--- src/common/psc_pkg.sv ---
// Shared constants, types and helpers for the pipelined SRAM control-pin block
package psc_pkg;

    // ----------------------------------------------------------------
    // Widths and depths
    // ----------------------------------------------------------------
    localparam int PSC_ADDR_W     = 18;
    localparam int PSC_LANES      = 4;
    localparam int PSC_LANE_BITS  = 9;
    localparam int PSC_DATA_W     = PSC_LANES * PSC_LANE_BITS;
    localparam int PSC_BURST_W    = 2;
    localparam int PSC_FIFO_DEPTH = 4;

    // ----------------------------------------------------------------
    // Reset values and counts
    // ----------------------------------------------------------------
    localparam logic [PSC_BURST_W-1:0] PSC_CNT_RESET     = 2'h0;
    localparam logic [PSC_BURST_W-1:0] PSC_CNT_STEP      = 2'h1;
    localparam logic                   PSC_STRAP_DEFAULT = 1'h1;
    localparam logic [PSC_LANES-1:0]   PSC_NO_LANES      = 4'h0;

    // ----------------------------------------------------------------
    // Types
    // ----------------------------------------------------------------
    typedef enum logic [1:0] {
        PSC_SEQ_DESEL = 2'h0,
        PSC_SEQ_FIRST = 2'h1,
        PSC_SEQ_BURST = 2'h3
    } psc_seq_e;

    typedef struct packed {
        logic [PSC_ADDR_W-1:0] addr;
        logic [PSC_LANES-1:0]  byteLaneWriteSelectN;
        logic                  writeStrobeN;
        logic                  advanceOrLoad;
        logic                  chipSelectFirstN;
        logic                  chipSelectSecond;
        logic                  chipSelectThirdN;
    } psc_pins_s;

    typedef struct packed {
        logic                  valid;
        logic                  write;
        logic [PSC_ADDR_W-1:0] addr;
        logic [PSC_LANES-1:0]  lanes;
    } psc_access_s;

    typedef struct packed {
        logic                  write;
        logic [PSC_ADDR_W-1:0] addr;
        logic [PSC_LANES-1:0]  lanes;
        logic [PSC_DATA_W-1:0] data;
    } psc_cmd_s;

    localparam psc_access_s PSC_ACCESS_IDLE = '0;

    // ----------------------------------------------------------------
    // Helpers
    // ----------------------------------------------------------------
    function automatic logic [PSC_BURST_W-1:0] psc_burst_low(
        input logic [PSC_BURST_W-1:0] base,
        input logic [PSC_BURST_W-1:0] count,
        input logic                   interleave
    );
        psc_burst_low = interleave ? (base ^ count) : PSC_BURST_W'(base + count);
    endfunction : psc_burst_low

endpackage : psc_pkg

--- src/design/psc_fifo.sv ---
// Small parameterised FIFO with valid/ready on both sides
`timescale 1ns/1ps
module psc_fifo #(
    parameter int WIDTH = 8,
    parameter int DEPTH = 4
) (
    // Clock and reset
    input  wire logic             clk_sys,
    input  wire logic             rst_n,
    // Fill side
    input  wire logic             inValid,
    output logic                  inReady,
    input  wire logic [WIDTH-1:0] inData,
    // Drain side
    output logic                  outValid,
    input  wire logic             outReady,
    output logic      [WIDTH-1:0] outData
);
    localparam int PTR_W = (DEPTH > 1) ? $clog2(DEPTH) : 1;
    localparam int CNT_W = $clog2(DEPTH + 1);

    logic [WIDTH-1:0] memReg [DEPTH];
    logic [PTR_W-1:0] wrPtrReg;
    logic [PTR_W-1:0] rdPtrReg;
    logic [CNT_W-1:0] countReg;
    logic             doPush;
    logic             doPop;

    // ----------------------------------------------------------------
    // Handshake
    // ----------------------------------------------------------------
    assign inReady  = (countReg != CNT_W'(DEPTH));
    assign outValid = (countReg != '0);
    assign outData  = memReg[rdPtrReg];
    assign doPush   = inValid && inReady;
    assign doPop    = outValid && outReady;

    function automatic logic [PTR_W-1:0] nextPtr(input logic [PTR_W-1:0] p);
        nextPtr = (p == PTR_W'(DEPTH - 1)) ? '0 : PTR_W'(p + 1'b1);
    endfunction : nextPtr

    // ----------------------------------------------------------------
    // Storage and pointers
    // ----------------------------------------------------------------
    always_ff @(posedge clk_sys) begin
        if (doPush) begin
            memReg[wrPtrReg] <= inData;
        end
    end

    always_ff @(posedge clk_sys) begin
        if (!rst_n) begin
            wrPtrReg <= '0;
            rdPtrReg <= '0;
            countReg <= '0;
        end else begin
            if (doPush) begin
                wrPtrReg <= nextPtr(wrPtrReg);
            end
            if (doPop) begin
                rdPtrReg <= nextPtr(rdPtrReg);
            end
            countReg <= CNT_W'(countReg + CNT_W'(doPush) - CNT_W'(doPop));
        end
    end

endmodule : psc_fifo

--- src/design/psc_sram_ctrl.sv ---
// Synchronous control-pin front end of a pipelined burst SRAM
`timescale 1ns/1ps
module psc_sram_ctrl #(
    parameter int FIFO_DEPTH = psc_pkg::PSC_FIFO_DEPTH
) (
    // Clock and reset
    input  wire logic               clk_sys,
    input  wire logic               rst_n,
    // Synchronous control pins
    input  wire psc_pkg::psc_pins_s pins,
    input  wire logic               clockQualifyN,
    input  wire logic               burstOrderStrap,
    // Data lanes and output drive control
    input  wire logic [psc_pkg::PSC_DATA_W-1:0] dataIn,
    input  wire logic               outputDriveN,
    output logic                    dataOutEnable,
    // Status
    output logic                    deviceSelected,
    output logic                    writeDataPhase,
    output logic                    acceptReady,
    // Access stream towards the array
    output logic                    cmdValid,
    input  wire logic               cmdReady,
    output psc_pkg::psc_cmd_s       cmdOut
);
    import psc_pkg::*;

    // ----------------------------------------------------------------
    // Declarations
    // ----------------------------------------------------------------
    psc_seq_e                seqReg;
    psc_seq_e                seqNext;
    psc_access_s             stage1Reg;
    psc_access_s             stage2Reg;
    psc_access_s             accessNext;
    logic [PSC_ADDR_W-1:0]   baseReg;
    logic [PSC_BURST_W-1:0]  cntReg;
    logic [PSC_BURST_W-1:0]  cntNext;
    logic                    lastWriteReg;
    logic                    interleaveReg;
    logic                    strapTakenReg;
    logic                    qualEdge;
    logic                    selNow;
    logic                    loadNow;
    logic                    advNow;
    logic                    fifoInReady;
    logic                    fifoPush;
    psc_cmd_s                fifoInData;

    // ----------------------------------------------------------------
    // Edge qualification
    // ----------------------------------------------------------------
    // A full access queue stalls the pins exactly like a masked clock,
    // so nothing is ever dropped; the controller sees acceptReady low.
    assign qualEdge    = !clockQualifyN && fifoInReady;
    assign acceptReady = fifoInReady;

    // ----------------------------------------------------------------
    // Select and access decode
    // ----------------------------------------------------------------
    assign selNow  = !pins.chipSelectFirstN && pins.chipSelectSecond
                     && !pins.chipSelectThirdN;
    assign loadNow = selNow && !pins.advanceOrLoad;
    // Advancing straight out of deselect has nothing to continue
    assign advNow  = selNow && pins.advanceOrLoad && (seqReg != PSC_SEQ_DESEL);

    always_comb begin
        cntNext = loadNow ? PSC_CNT_RESET : PSC_BURST_W'(cntReg + PSC_CNT_STEP);
        accessNext       = PSC_ACCESS_IDLE;
        accessNext.valid = loadNow || advNow;
        accessNext.write = loadNow ? !pins.writeStrobeN : lastWriteReg;
        if (loadNow) begin
            accessNext.addr = pins.addr;
        end else begin
            accessNext.addr = {baseReg[PSC_ADDR_W-1:PSC_BURST_W],
                               psc_burst_low(baseReg[PSC_BURST_W-1:0], cntNext, interleaveReg)};
        end
        accessNext.lanes = accessNext.write ? ~pins.byteLaneWriteSelectN : PSC_NO_LANES;
        if (!accessNext.valid) begin
            accessNext = PSC_ACCESS_IDLE;
        end
    end

    // ----------------------------------------------------------------
    // Sequence state
    // ----------------------------------------------------------------
    always_comb begin
        case (seqReg)
            PSC_SEQ_DESEL: begin
                seqNext = loadNow ? PSC_SEQ_FIRST : PSC_SEQ_DESEL;
            end
            PSC_SEQ_FIRST, PSC_SEQ_BURST: begin
                seqNext = selNow ? PSC_SEQ_BURST : PSC_SEQ_DESEL;
            end
            default: begin
                seqNext = PSC_SEQ_DESEL;
            end
        endcase
    end

    always_ff @(posedge clk_sys) begin
        if (!rst_n) begin
            seqReg <= PSC_SEQ_DESEL;
        end else if (qualEdge) begin
            seqReg <= seqNext;
        end
    end

    // ----------------------------------------------------------------
    // Burst counter
    // ----------------------------------------------------------------
    always_ff @(posedge clk_sys) begin
        if (!rst_n) begin
            baseReg      <= '0;
            cntReg       <= PSC_CNT_RESET;
            lastWriteReg <= 1'b0;
        end else if (qualEdge && (loadNow || advNow)) begin
            if (loadNow) begin
                baseReg      <= pins.addr;
                lastWriteReg <= !pins.writeStrobeN;
            end
            cntReg <= cntNext;
        end
    end

    // ----------------------------------------------------------------
    // Burst order strap
    // ----------------------------------------------------------------
    // Taken once after reset; the strap is not meant to move later
    always_ff @(posedge clk_sys) begin
        if (!rst_n) begin
            interleaveReg <= PSC_STRAP_DEFAULT;
            strapTakenReg <= 1'b0;
        end else if (!strapTakenReg) begin
            interleaveReg <= burstOrderStrap;
            strapTakenReg <= 1'b1;
        end
    end

    // ----------------------------------------------------------------
    // Address and data pipeline
    // ----------------------------------------------------------------
    always_ff @(posedge clk_sys) begin
        if (!rst_n) begin
            stage1Reg <= PSC_ACCESS_IDLE;
            stage2Reg <= PSC_ACCESS_IDLE;
        end else if (qualEdge) begin
            stage1Reg <= accessNext;
            stage2Reg <= stage1Reg;
        end
    end

    // The data phase edge pairs the access with the lanes' contents
    assign fifoPush         = qualEdge && stage2Reg.valid;
    assign fifoInData.write = stage2Reg.write;
    assign fifoInData.addr  = stage2Reg.addr;
    assign fifoInData.lanes = stage2Reg.lanes;
    assign fifoInData.data  = dataIn;

    psc_fifo #(
        .WIDTH ($bits(psc_cmd_s)),
        .DEPTH (FIFO_DEPTH)
    ) u_fifo (
        .clk_sys  (clk_sys),
        .rst_n    (rst_n),
        .inValid  (fifoPush),
        .inReady  (fifoInReady),
        .inData   (fifoInData),
        .outValid (cmdValid),
        .outReady (cmdReady),
        .outData  (cmdOut)
    );

    // ----------------------------------------------------------------
    // Output drive and status
    // ----------------------------------------------------------------
    // The drive input is asynchronous, so it passes straight through;
    // the masking terms all come from flip-flops to avoid glitches.
    assign dataOutEnable  = !outputDriveN
                            && (seqReg == PSC_SEQ_BURST)
                            && stage2Reg.valid && !stage2Reg.write;
    assign deviceSelected = (seqReg != PSC_SEQ_DESEL);
    assign writeDataPhase = stage2Reg.valid && stage2Reg.write;

    // Assertion helper: ages each access by qualified edges, apart from the stage registers
    logic [1:0] chkAgeReg;

    always_ff @(posedge clk_sys) begin
        if (!rst_n) begin
            chkAgeReg <= '0;
        end else if (qualEdge) begin
            chkAgeReg <= {chkAgeReg[0], accessNext.valid};
        end
    end
endmodule : psc_sram_ctrl
--- config.mk ---
export PLATFORM = sky130hd
export DESIGN_NAME = psc_sram_ctrl
export DESIGN_NICKNAME = d
export VERILOG_FILES = /design/src/common/psc_pkg.sv /design/src/design/psc_fifo.sv /design/src/design/psc_sram_ctrl.sv
export SDC_FILE = /design/constraint.sdc
export NUM_CORES = 1
export LEC_CHECK = 0
export BUFFER_PORTS_ARGS = -buffer_cell sky130_fd_sc_hd__buf_4
export CORE_MARGIN = 2
export CORE_UTILIZATION = 50
export CTS_BUF_LIST = sky130_fd_sc_hd__clkbuf_8
export DETAILED_ROUTE_END_ITERATION = 8
export PLACE_DENSITY = 0.73
export SLEW_MARGIN = 5
export SYNTH_ARGS = -nofsm -noshare
export SYNTH_HDL_FRONTEND = slang
export SYNTH_SLANG_ARGS = --single-unit
--- constraint.sdc ---
create_clock -name clk_sys -period 2.5 [get_ports clk_sys]
set_input_delay 0.25 -clock clk_sys [delete_from_list [all_inputs] [get_ports clk_sys]]
set_output_delay 0.25 -clock clk_sys [all_outputs]
set_load 0.02 [all_outputs]
**Word level (Yosys, flattened, before mapping)**

Memory sizes are Yosys's and may differ from the RTL's. A register that Yosys moved wholly into a read port is not among the register bits.
Index checks and enable logic that the tools add are counted.

- Register bits after elaboration: 80
- Memory bits (writable): 236
- Memories kept: 1
- Word-level logic and storage cells: 74

Memories:

| name | depth | width | read ports | clocked after Yosys merged registers in | write ports | RTL line | RTL |
|---|---|---|---|---|---|---|---|
| u_fifo.memReg | 4 | 59 | 1 | 1 | 1 | psc_fifo.sv:22 | `logic [WIDTH-1:0] memReg [DEPTH];` |

- Multiplexer cells: 16
- Bitwise logic cells: 2
- Reductions and logical operators: 27
- Equality and inequality tests: 5
- Add/sub/neg operators: 6

Operators by type and width:

| kind | number |
|---|---|
| two-way mux 24 bit | 1 |
| two-way mux 18 bit | 1 |
| logical AND 1 bit | 14 |
| two-way mux 2 bit | 7 |
| zero test 1 bit | 7 |
| adder 2 x 1 -> 2 bit, second input constant | 3 |
| == test 2 bit, second input constant | 3 |
| two-way mux 1 bit | 5 |
| two-way mux 4 bit | 1 |
| NOT 4 bit | 1 |
| one-hot mux 2 bit (2 select lines) | 1 |
| adder 3 x 1 -> 3 bit | 1 |
| inequality test 3 bit, second input constant | 1 |
| nonzero test 3 bit | 1 |
| subtractor 3 x 1 -> 3 bit | 1 |
| adder 2 bit | 1 |
| == test 2 x 1 -> 1 bit, second input constant | 1 |
| zero test 2 bit | 1 |
| AND reduction 2 bit | 1 |
| nonzero test 2 bit | 1 |
| OR reduction 2 bit | 1 |
| bitwise XOR 2 bit | 1 |
| logical OR 1 bit | 1 |

**Depth between registers and ports, before layout**

Gate-level depths: netlist of the first run.

- Word-level depth: 9
- Gate-level depth with buffers: 9
- Depth with buffers taken out: 9

**By module**

From an unflattened synthesis of the first run, not the netlist that was laid out.

- Cell total of the unflattened synthesis: 669
- Area, all modules: 11918.9 um2

By module, submodules not included:

| module | times used | cells each | area each (um2) | sequential area each (um2) |
|---|---|---|---|---|
| psc_fifo | 1 | 361 | 8984.9 | 7267.0 |
| psc_sram_ctrl | 1 | 308 | 2934.1 | 1461.4 |

**Least setup slack after synthesis of the first run**

No wires, ideal clock.

- Path type: reg2reg
- Start: register u_fifo.countReg[2]
- End: memory u_fifo.memReg[1][0] (netlist name) (enable)
- Cell stages (with the launch flop): 4
- Setup time: 0.423 ns
- Buffers on the path: 0
- Slack: -0.154 ns
- Clock period less this slack: 2.654 ns
- Required time: 2.077 ns
- Data arrival time: 2.231 ns
- Cells stage by stage: dfxtp_1 -> nor3b_2 -> nor3_2 -> and2_1

- Cells in the longest elaborated chain, start to end: 6

Ends and longest elaborated chain:

| item | RTL line | RTL |
|---|---|---|
| from (decl) | psc_fifo.sv:25 | `logic [CNT_W-1:0] countReg;` |
| from (signal assigned) | psc_fifo.sv:63 | `countReg <= CNT_W'(countReg + CNT_W'(doPush) - CNT_W'(doPop));` |
| inequality test 3 bit (*) | psc_fifo.sv:32 | `assign inReady = (countReg != CNT_W'(DEPTH));` |
| logical AND 1 bit | psc_sram_ctrl.sv:55 | `assign qualEdge = !clockQualifyN && fifoInReady;` |
| logical AND 1 bit | psc_sram_ctrl.sv:154 | `assign fifoPush = qualEdge && stage2Reg.valid;` |
| logical AND 1 bit (*) | psc_fifo.sv:35 | `assign doPush = inValid && inReady;` |
| named net u_fifo.doPush | psc_fifo.sv:26 | `logic doPush;` |
| two-way mux 1 bit (*) | psc_fifo.sv:46 | `if (doPush) begin` |
| two-way mux 1 bit (not written as such) (*) | psc_fifo.sv:47 | `memReg[wrPtrReg] <= inData;` |
| to (decl) | psc_fifo.sv:22 |  |

Mark *: on every way through the listed nets, which the timed path passes. The rest lies on a longest branch.

==> results of run 1 <==
-- Yosys cell counts, types with 10 or more instances --
cell      instances  area (um2)
a21oi_1          47       235.2
nand2_1          92       345.3
inv_1            11       41.29
mux4_2           59        1329
mux2i_1          12       120.1
a221oi_1         10       87.58
clkbuf_1         17       63.81
edfxtp_1        236        7087
buf_2            14       70.07
nor2_1           20       75.07
o21ai_0          15       75.07
nand3_1          15       75.07
dfxtp_1          82        1642
-- logic make-up after synthesis --
group,count (synthesis)
DFF,318
xor gates and xnor gates,4
AOI/OAI and AO/OA,85
buffers and inverters,50
adders and majority gates,9
muxes,71
and+or+nand+nor,152
-- where the power goes --
group | internal [W] | leakage (nW) | switching, W
Sequential | 0.00576 | 2.73 | 0.0000818
Clock | 0.00191 | 0.518 | 0.00187
Combinational | 0.00102 | 1.76 | 0.00110
-- critical path, cell delays in order (launching register included) --
cell and delay (ns):
dfxtp_4 0.35, buf_12 0.30, mux4_2 0.60, buf_4 0.18
-- worst paths after layout --
| kind | endpoint | slack, ns | cells past startpoint |
|---|---|---|---|
| worst max-delay path | cmdOut[40] | 0.21 | 3 |
| worst min-delay path | seqReg[1]$_SDFFE_PN0N_ | 0.06 | 4 |
| worst max register to register | u_fifo.countReg[2]$_SDFF_PN0_ | 0.33 | 9 |
| worst min register to register | fifoInData[44]$_SDFFE_PN0N_ | 0.45 | 2 |
-- state kept, by name, indices dropped and copies added, names as in the netlist, named ones only --
register and flops:
cntReg 2, u_fifo.countReg 3, stage1Reg 24, seqReg 2, lastWriteReg 1, strapTakenReg 1, interleaveReg 1, u_fifo.wrPtrReg 2
baseReg 18, stage2Reg 1, u_fifo.memReg 236, u_fifo.rdPtrReg 2, fifoInData 23
-- metal layers --
layer / track usage [%] / vias to the layer above
li1: - / 3096
met1: 24.55 / 3218
met2: 30.53 / 213
met3: 3.997 / 30
met4: 4.805 / 0
met5: 0 / -
-- stage by stage --
step / cell area [um2] / total power (W) / worst slack (ns)
after CTS: 14740 / 0.01191 / 0.1611
final: 14740 / 0.01175 / 0.2123
after floorplan: 11800 / 0.007292 / 0.2956
after global routing: 14740 / 0.01230 / 0.1260
after detailed placement: 13250 / 0.008028 / 0.3255
after global placement: 13250 / 0.008003 / 0.3629
-- cell type report --
class	count	area share [%]
flip-flops and latches	318	59.26
multi-input cells	321	19.27
well taps	319	2.708
clock inverters	36	0.9933
clock buffers	52	4.856
inverters	13	0.3311
repair buffers	211	12.58
==> impl_metrics.ini, run 1 <==
[routing]
ant_nets = 0
highest_layer = met4
via_per_inst = 5.163
drcViolationCount = 0
drtIter0Drc = 406
wl_um = 22200
wl_met3_um = 1344
vias = 6557
routed-wl-met2_um = 10760
dr.pass1.iters = 5
wirelength_met1_um = 9786
wl_per_cell_um = 17.48

[synth]
synth.area.mux_share_pct = 12.28
ys.warnings.count = 0
syn_inst = 689
ys_types = 42
syn_nets = 767
synth_edf_count = 236
avgSynthCellArea_um2 = 17.12
synth-seq-cells = 318
syn_area_mm2 = 0.01180
synth_top_family_by_area = multiplexers
synth-compound-area-share_pct = 4.445
synthFlopType = edfxtp_1
async_reset_ff_share_pct = 0
seq_area_frac_synth_pct = 74.00
synth-adder-area-share_pct = 1.018
synth_xor_area_share_pct = 0.4137
synth-simple-area-share_pct = 5.877

[layout]
layout_commonest_cell = edfxtp_1
fin_nets = 992
area_growth_pct = 24.95
seq_area_mm2 = 0.008733
final_cell_mix = edfxtp_1, buf_4, nand2_1
multi_input_area_mm2 = 0.002840
n_antenna_cell = 0
drive_gt1_share_pct = 30.81
fin_cells = 1270
fin_util_pct = 63.17
fill_cells = 1700

[timing]
drv_slew = 0
worstMarginPinSlew_ns = 0.6076
setup_viol = 0
tns_ns = 0
hold_viol = 0
max_freq_ghz = 0.4371
rsz0062_at_grt = false
post-route-period-util_pct = 91.51
fin_skew_ns = 0.01917
fin_crit_ns = 2.288
whs_ns = 0.05692
maxSlewHeadroom_pct = 59.45

[floorplan]
start_util_pct = 50.55
fp.dieW_um = 157.6
die_h_um = 157.6
dieArea_mm2 = 0.02483
pin_count = 133
core_mm2 = 0.02333
rows = 56

[grt]
grt_pass1_vias = 6798
grt.overflow.total = 0
grt_max_degree = 60
grt_pass1_wl_um = 35090
grt.total_usage_pct = 18.26
antenna_found_initial = 0

[worst_setup_path]
crit_arrival_ns = 2.04
crit_fanout = 43
endpoint_kind = output port
timing.rr.start = u_fifo.countReg[2]$_SDFF_PN0_
worst_ep_required_time_ns = 2.25
crit_type = reg2out
cp-start-kind = flop

[clock_network]
cts-root-buf = clkbuf_8
h-tree-depth = 2
cts_resized = 0
cts_tree = yes
clk_pin_slew_ns = 0.06
hold_buffers = 63
clk_latency_ns = 0.55
cts_setup_buffers = 0
cts_made_buffers = 49
cts_buffer_depth = 3
cts.sinks = 318

[placement]
gp_congestion = 0.7908
hpwl_um = 12740
io_buffers = 132
dp_cells = 1119

[run]
cap_violations = 0

[pwr]
p_leak_nw = 5.011
cellPowerDensity_mw_per_mm2 = 797.0
ir_worst_vdd_v = 0.0003854

[outcome]
status = finished, final reports clean

[hold_path]
hold_class = in2reg
min-delay-start = pins[0]
Power figures use the tool's default switching activity.
==> run 2, diff against run 1 <==
- CORE_UTILIZATION: 50 -> 46
- PLACE_DENSITY: 0.73 -> 0.68
==> impl_metrics.ini, run 2 (synthesis results as in run 1) <==
[worst_setup_path]
crit_arrival_ns = 2.00
cp-start-kind = flop
crit_type = reg2out
critPathMaxStageDelay_ns = 0.67
crit_fanout = 25
crit_family = flip-flops
timing.rr.start = u_fifo.countReg[2]$_SDFF_PN0_
r2r-end = u_fifo.countReg[2]$_SDFF_PN0_
path_cells = buf_12 > mux4_2 > buf_4
worst_ep_required_time_ns = 2.25
reg2reg_depth = 9
reg2reg_slack_ns = 0.31
cpMaxStageDelayCell = dfxtp_2
endpoint_kind = output port
crit_buf_inv = 2

[floorplan]
pin_count = 133
core_mm2 = 0.02518
start_util_pct = 46.84
fp.dieW_um = 164.1
rows = 58
dieArea_mm2 = 0.02694
die_h_um = 164.1

[timing]
fin_crit_ns = 2.255
setup_viol = 0
drv_slew = 0
hold_viol = 0
max_freq_ghz = 0.4435
rsz0062_at_grt = false
fin_skew_ns = 0.01630
post-route-period-util_pct = 90.19
maxSlewHeadroom_pct = 63.86
layout_setup_ws_ns = 0.2452
tns_ns = 0
whs_ns = 0.06052
worstMarginPinSlew_ns = 0.5422

[outcome]
status = finished, final reports clean

[routing]
wl_per_cell_um = 17.32
via_per_inst = 5.096
vias = 6589
wl_um = 22400
dr.pass1.iters = 5
ant_nets = 0
drcViolationCount = 0
drtIter0Drc = 451

[clock_network]
cts_buffer_depth = 3
cts_made_buffers = 51
cts-root-buf = clkbuf_8
clk_latency_ns = 0.55
cts_tree = yes
h-tree-depth = 2
cts.sinks = 318
clk_pin_slew_ns = 0.06
cts_resized = 0

[layout]
fin_nets = 1001
drive_gt1_share_pct = 31.67
n_antenna_cell = 0
layout_commonest_cell = edfxtp_1
largest_reg_flops = 236
top_register = u_fifo.memReg
area_growth_pct = 25.72
final_cell_mix = edfxtp_1, buf_4, nand2_1

[pwr]
p_leak_nw = 5.079
total_power_w = 0.01183
ir_worst_vdd_v = 0.0004528
cellPowerDensity_mw_per_mm2 = 798.0

[grt]
grt.overflow.total = 0
antenna_found_initial = 0
grt_pass1_wl_um = 35200
grt_max_degree = 60
grt_pass1_vias = 6733
grt.total_usage_pct = 16.86

[placement]
io_buffers = 132
gp_congestion = 0.7713
hpwl_um = 13390
post-place-ws_ns = 0.3212

[hold_path]
min-delay-start = pins[0]
worst_hold_path.endpoint = seqReg[1]$_SDFFE_PN0N_
hold_class = in2reg
hold_path_depth = 4

[run]
cap_violations = 0
## run 2: cell types whose count changed in the layout (fill, tap and decap cells not counted)
cell	previous run	this run
buf_4	139	147
clkinv_1	9	7
clkinv_2	6	9
dlygate4sd3_1	63	62
inv_1	31	34
inv_6	0	1
## run 2: what timing repair did
item | in CTS | in global routing
endpoints found under the setup margin | 0 | 12
hold buffers | 62 | 0
setup buffers | 0 | 4
hold endpoints to repair | 189 | 0
## run 2: power by group
group	internal [W]	total, W	switching (W)	leakage, nW
logic	0.00107	0.00215	0.00109	1.80
registers	0.00576	0.00587	0.000111	2.73
clock network	0.00194	0.00380	0.00187	0.547
total	0.00877	0.0118	0.00307	5.08
## run 2: worst max-delay path by stage
stage                                        from                       endpoint  depth (start not counted)
finish                                       flop                     cmdOut[27]                          3
global route                                 flop                      cmdOut[9]                          3
CTS                                          flop                      cmdOut[9]                          3
detailed placement  u_fifo.countReg[2]$_SDFF_PN0_  u_fifo.countReg[2]$_SDFF_PN0_                          9
global placement    u_fifo.countReg[2]$_SDFF_PN0_  u_fifo.countReg[2]$_SDFF_PN0_                          9
floorplan           u_fifo.countReg[2]$_SDFF_PN0_  u_fifo.countReg[2]$_SDFF_PN0_                          9
## run 2: cell type report
class / instances / area, um2
inverters: 13 / 48.80
repair buffers: 218 / 1904
fillers: 1927 / 10350
clock buffers: 52 / 715.7
multi-input cells: 321 / 2840
clock inverters: 41 / 173.9
flip-flops and latches: 318 / 8733
well taps: 330 / 412.9
## run 2: metrics by stage
stage,area (um2),instances,util [%]
CTS,14800,1289,58.77
floorplan,11800,689,-
global route,14830,1293,58.89
global placement,13290,1134,52.77
detailed placement,13290,1134,52.77
finish,14830,1293,58.89
## run 2: routing by layer
layer  track usage, %  vias to the layer above  part of all wire [%]
met5                0                        -                     0
met3            3.586                       27                   5.5
met4            4.665                        0                   1.3
met2            27.56                      200                    47
met1            23.05                     3240                    46
li1                 -                     3122                     -
## run 2: worst register-to-register path: cells and delay by family, from the launching register on
family / cells / cell delay, ns
buffers and inverters: 2 / 0.10
xor gates and xnor gates: 1 / 0.17
adders and majority gates: 3 / 0.87
DFF: 1 / 0.32
and+or+nand+nor: 3 / 0.61
==> run 3, diff against run 2 <==
- RECOVER_POWER: default -> 100
==> impl_metrics.ini, run 3 (synthesis results as in run 1) <==
[worst_setup_path]
cp-start-kind = flop
crit_type = reg2out
timing.rr.start = u_fifo.countReg[2]$_SDFF_PN0_
cpMaxStageDelayCell = dfxtp_2
endpoint_kind = output port
path_cells = buf_12 > mux4_2 > clkbuf_1
reg2reg_slack_ns = 0.31
crit_fanout = 25
r2r-end = u_fifo.countReg[2]$_SDFF_PN0_
crit_arrival_ns = 2.03
worst_ep_required_time_ns = 2.25
reg2reg_depth = 9
critPathMaxStageDelay_ns = 0.68

[routing]
wl_um = 22380
dr.pass1.iters = 4
via_per_inst = 5.066
wl_per_cell_um = 17.31
vias = 6550
ant_nets = 0
drtIter0Drc = 414
drcViolationCount = 0

[timing]
worstMarginPinSlew_ns = 1.233
drv_slew = 0
setup_viol = 0
rsz0062_at_grt = false
hold_viol = 0
tns_ns = 0
fin_crit_ns = 2.281
layout_setup_ws_ns = 0.2185
fin_skew_ns = 0.01703
post-route-period-util_pct = 91.26
max_freq_ghz = 0.4383
maxSlewHeadroom_pct = 17.78

[clock_network]
cts_tree = yes
cts-root-buf = clkbuf_8
clk_latency_ns = 0.55
cts_made_buffers = 51
h-tree-depth = 2
cts_resized = 0
cts_buffer_depth = 3
clk_pin_slew_ns = 0.06
cts.sinks = 318

[floorplan]
dieArea_mm2 = 0.02694
pin_count = 133
start_util_pct = 46.84
die_h_um = 164.1
core_mm2 = 0.02518
rows = 58
fp.dieW_um = 164.1

[layout]
multi_input_area_mm2 = 0.002794
final_cell_mix = edfxtp_1, nand2_1, clkbuf_1
fin_nets = 1001
fill_cells = 2025
seq_area_mm2 = 0.008731
fin_cells = 1293
drive_gt1_share_pct = 20.98
layout_commonest_cell = edfxtp_1
top_register = u_fifo.memReg
largest_reg_flops = 236
area_growth_pct = 22.17
n_antenna_cell = 0

[hold_path]
hold_class = in2reg
min-delay-start = pins[0]
hold_path_depth = 4
worst_hold_path.endpoint = seqReg[1]$_SDFFE_PN0N_

[grt]
grt_pass1_wl_um = 35200
grt_max_degree = 60
grt_pass1_vias = 6733
grt.total_usage_pct = 16.86
antenna_found_initial = 0
grt.overflow.total = 0

[placement]
hpwl_um = 13390
io_buffers = 132
gp_congestion = 0.7713
post-place-ws_ns = 0.3212
dp_cells = 1134

[run]
cap_violations = 0

[pwr]
cellPowerDensity_mw_per_mm2 = 805.7
ir_worst_vdd_v = 0.0004460
p_leak_nw = 4.729

[outcome]
status = finished, final reports clean
==> run 3: power breakdown <==
part	internal [W]	total, W	switching [W]
Sequential	0.00576	0.00587	0.000109
Clock	0.00194	0.00380	0.00186
Combinational	0.000860	0.00194	0.00108
Total	0.00856	0.0116	0.00305
==> run 3: area by class of cell <==
| type | count | area share, % |
|---|---|---|
| well taps | 330 | 2.865 |
| clock inverters | 41 | 1.207 |
| multi-input cells | 321 | 19.39 |
| clock buffers | 52 | 4.967 |
| flip-flops and latches | 318 | 60.59 |
| repair buffers | 218 | 10.65 |
| inverters | 13 | 0.3386 |
==> run 3: critical path: cells and delay by family (launching register included) <==
kind | cells | cell delay [ns]
buffers and inverters | 2 | 0.46
DFF | 1 | 0.68
muxes | 1 | 0.34
==> run 3: worst max path at each step <==
stage | end | cells after the start
after floorplan | u_fifo.countReg[2]$_SDFF_PN0_ | 9
after detailed placement | u_fifo.countReg[2]$_SDFF_PN0_ | 9
after global placement | u_fifo.countReg[2]$_SDFF_PN0_ | 9
final | cmdOut[27] | 3
after global routing | u_fifo.memReg[0][30]$_DFFE_PP_ | 4
after CTS | cmdOut[9] | 3
==> run 3: metal layers <==
layer / part of all wire [%] / global-route usage, % / vias up / wire (um)
met5: 0 / 0 / - / 0
met4: 1.5 / 4.665 / 0 / 326
met3: 5.1 / 3.586 / 29 / 1140
met2: 47 / 27.56 / 175 / 10490
met1: 47 / 23.05 / 3219 / 10420
li1: - / - / 3127 / -
==> run 3: metrics by stage <==
step / hold slack [ns] / instance area (um2) / power, W / util, %
floorplan: 0.2777 / 11800 / 0.007292 / -
global placement: 0.4377 / 13290 / 0.008049 / 52.77
detailed placement: 0.4381 / 13290 / 0.008067 / 52.77
CTS: 0.01706 / 14800 / 0.01199 / 58.77
global route: 0.05978 / 14410 / 0.01217 / 57.22
finish: 0.06471 / 14410 / 0.01161 / 57.22
==> run 3: timing repair <==
action | in CTS | in global routing
setup endpoints to repair | 0 | 12
setup buffers | 0 | 4
hold buffers | 62 | 0
hold endpoints to repair | 189 | 0
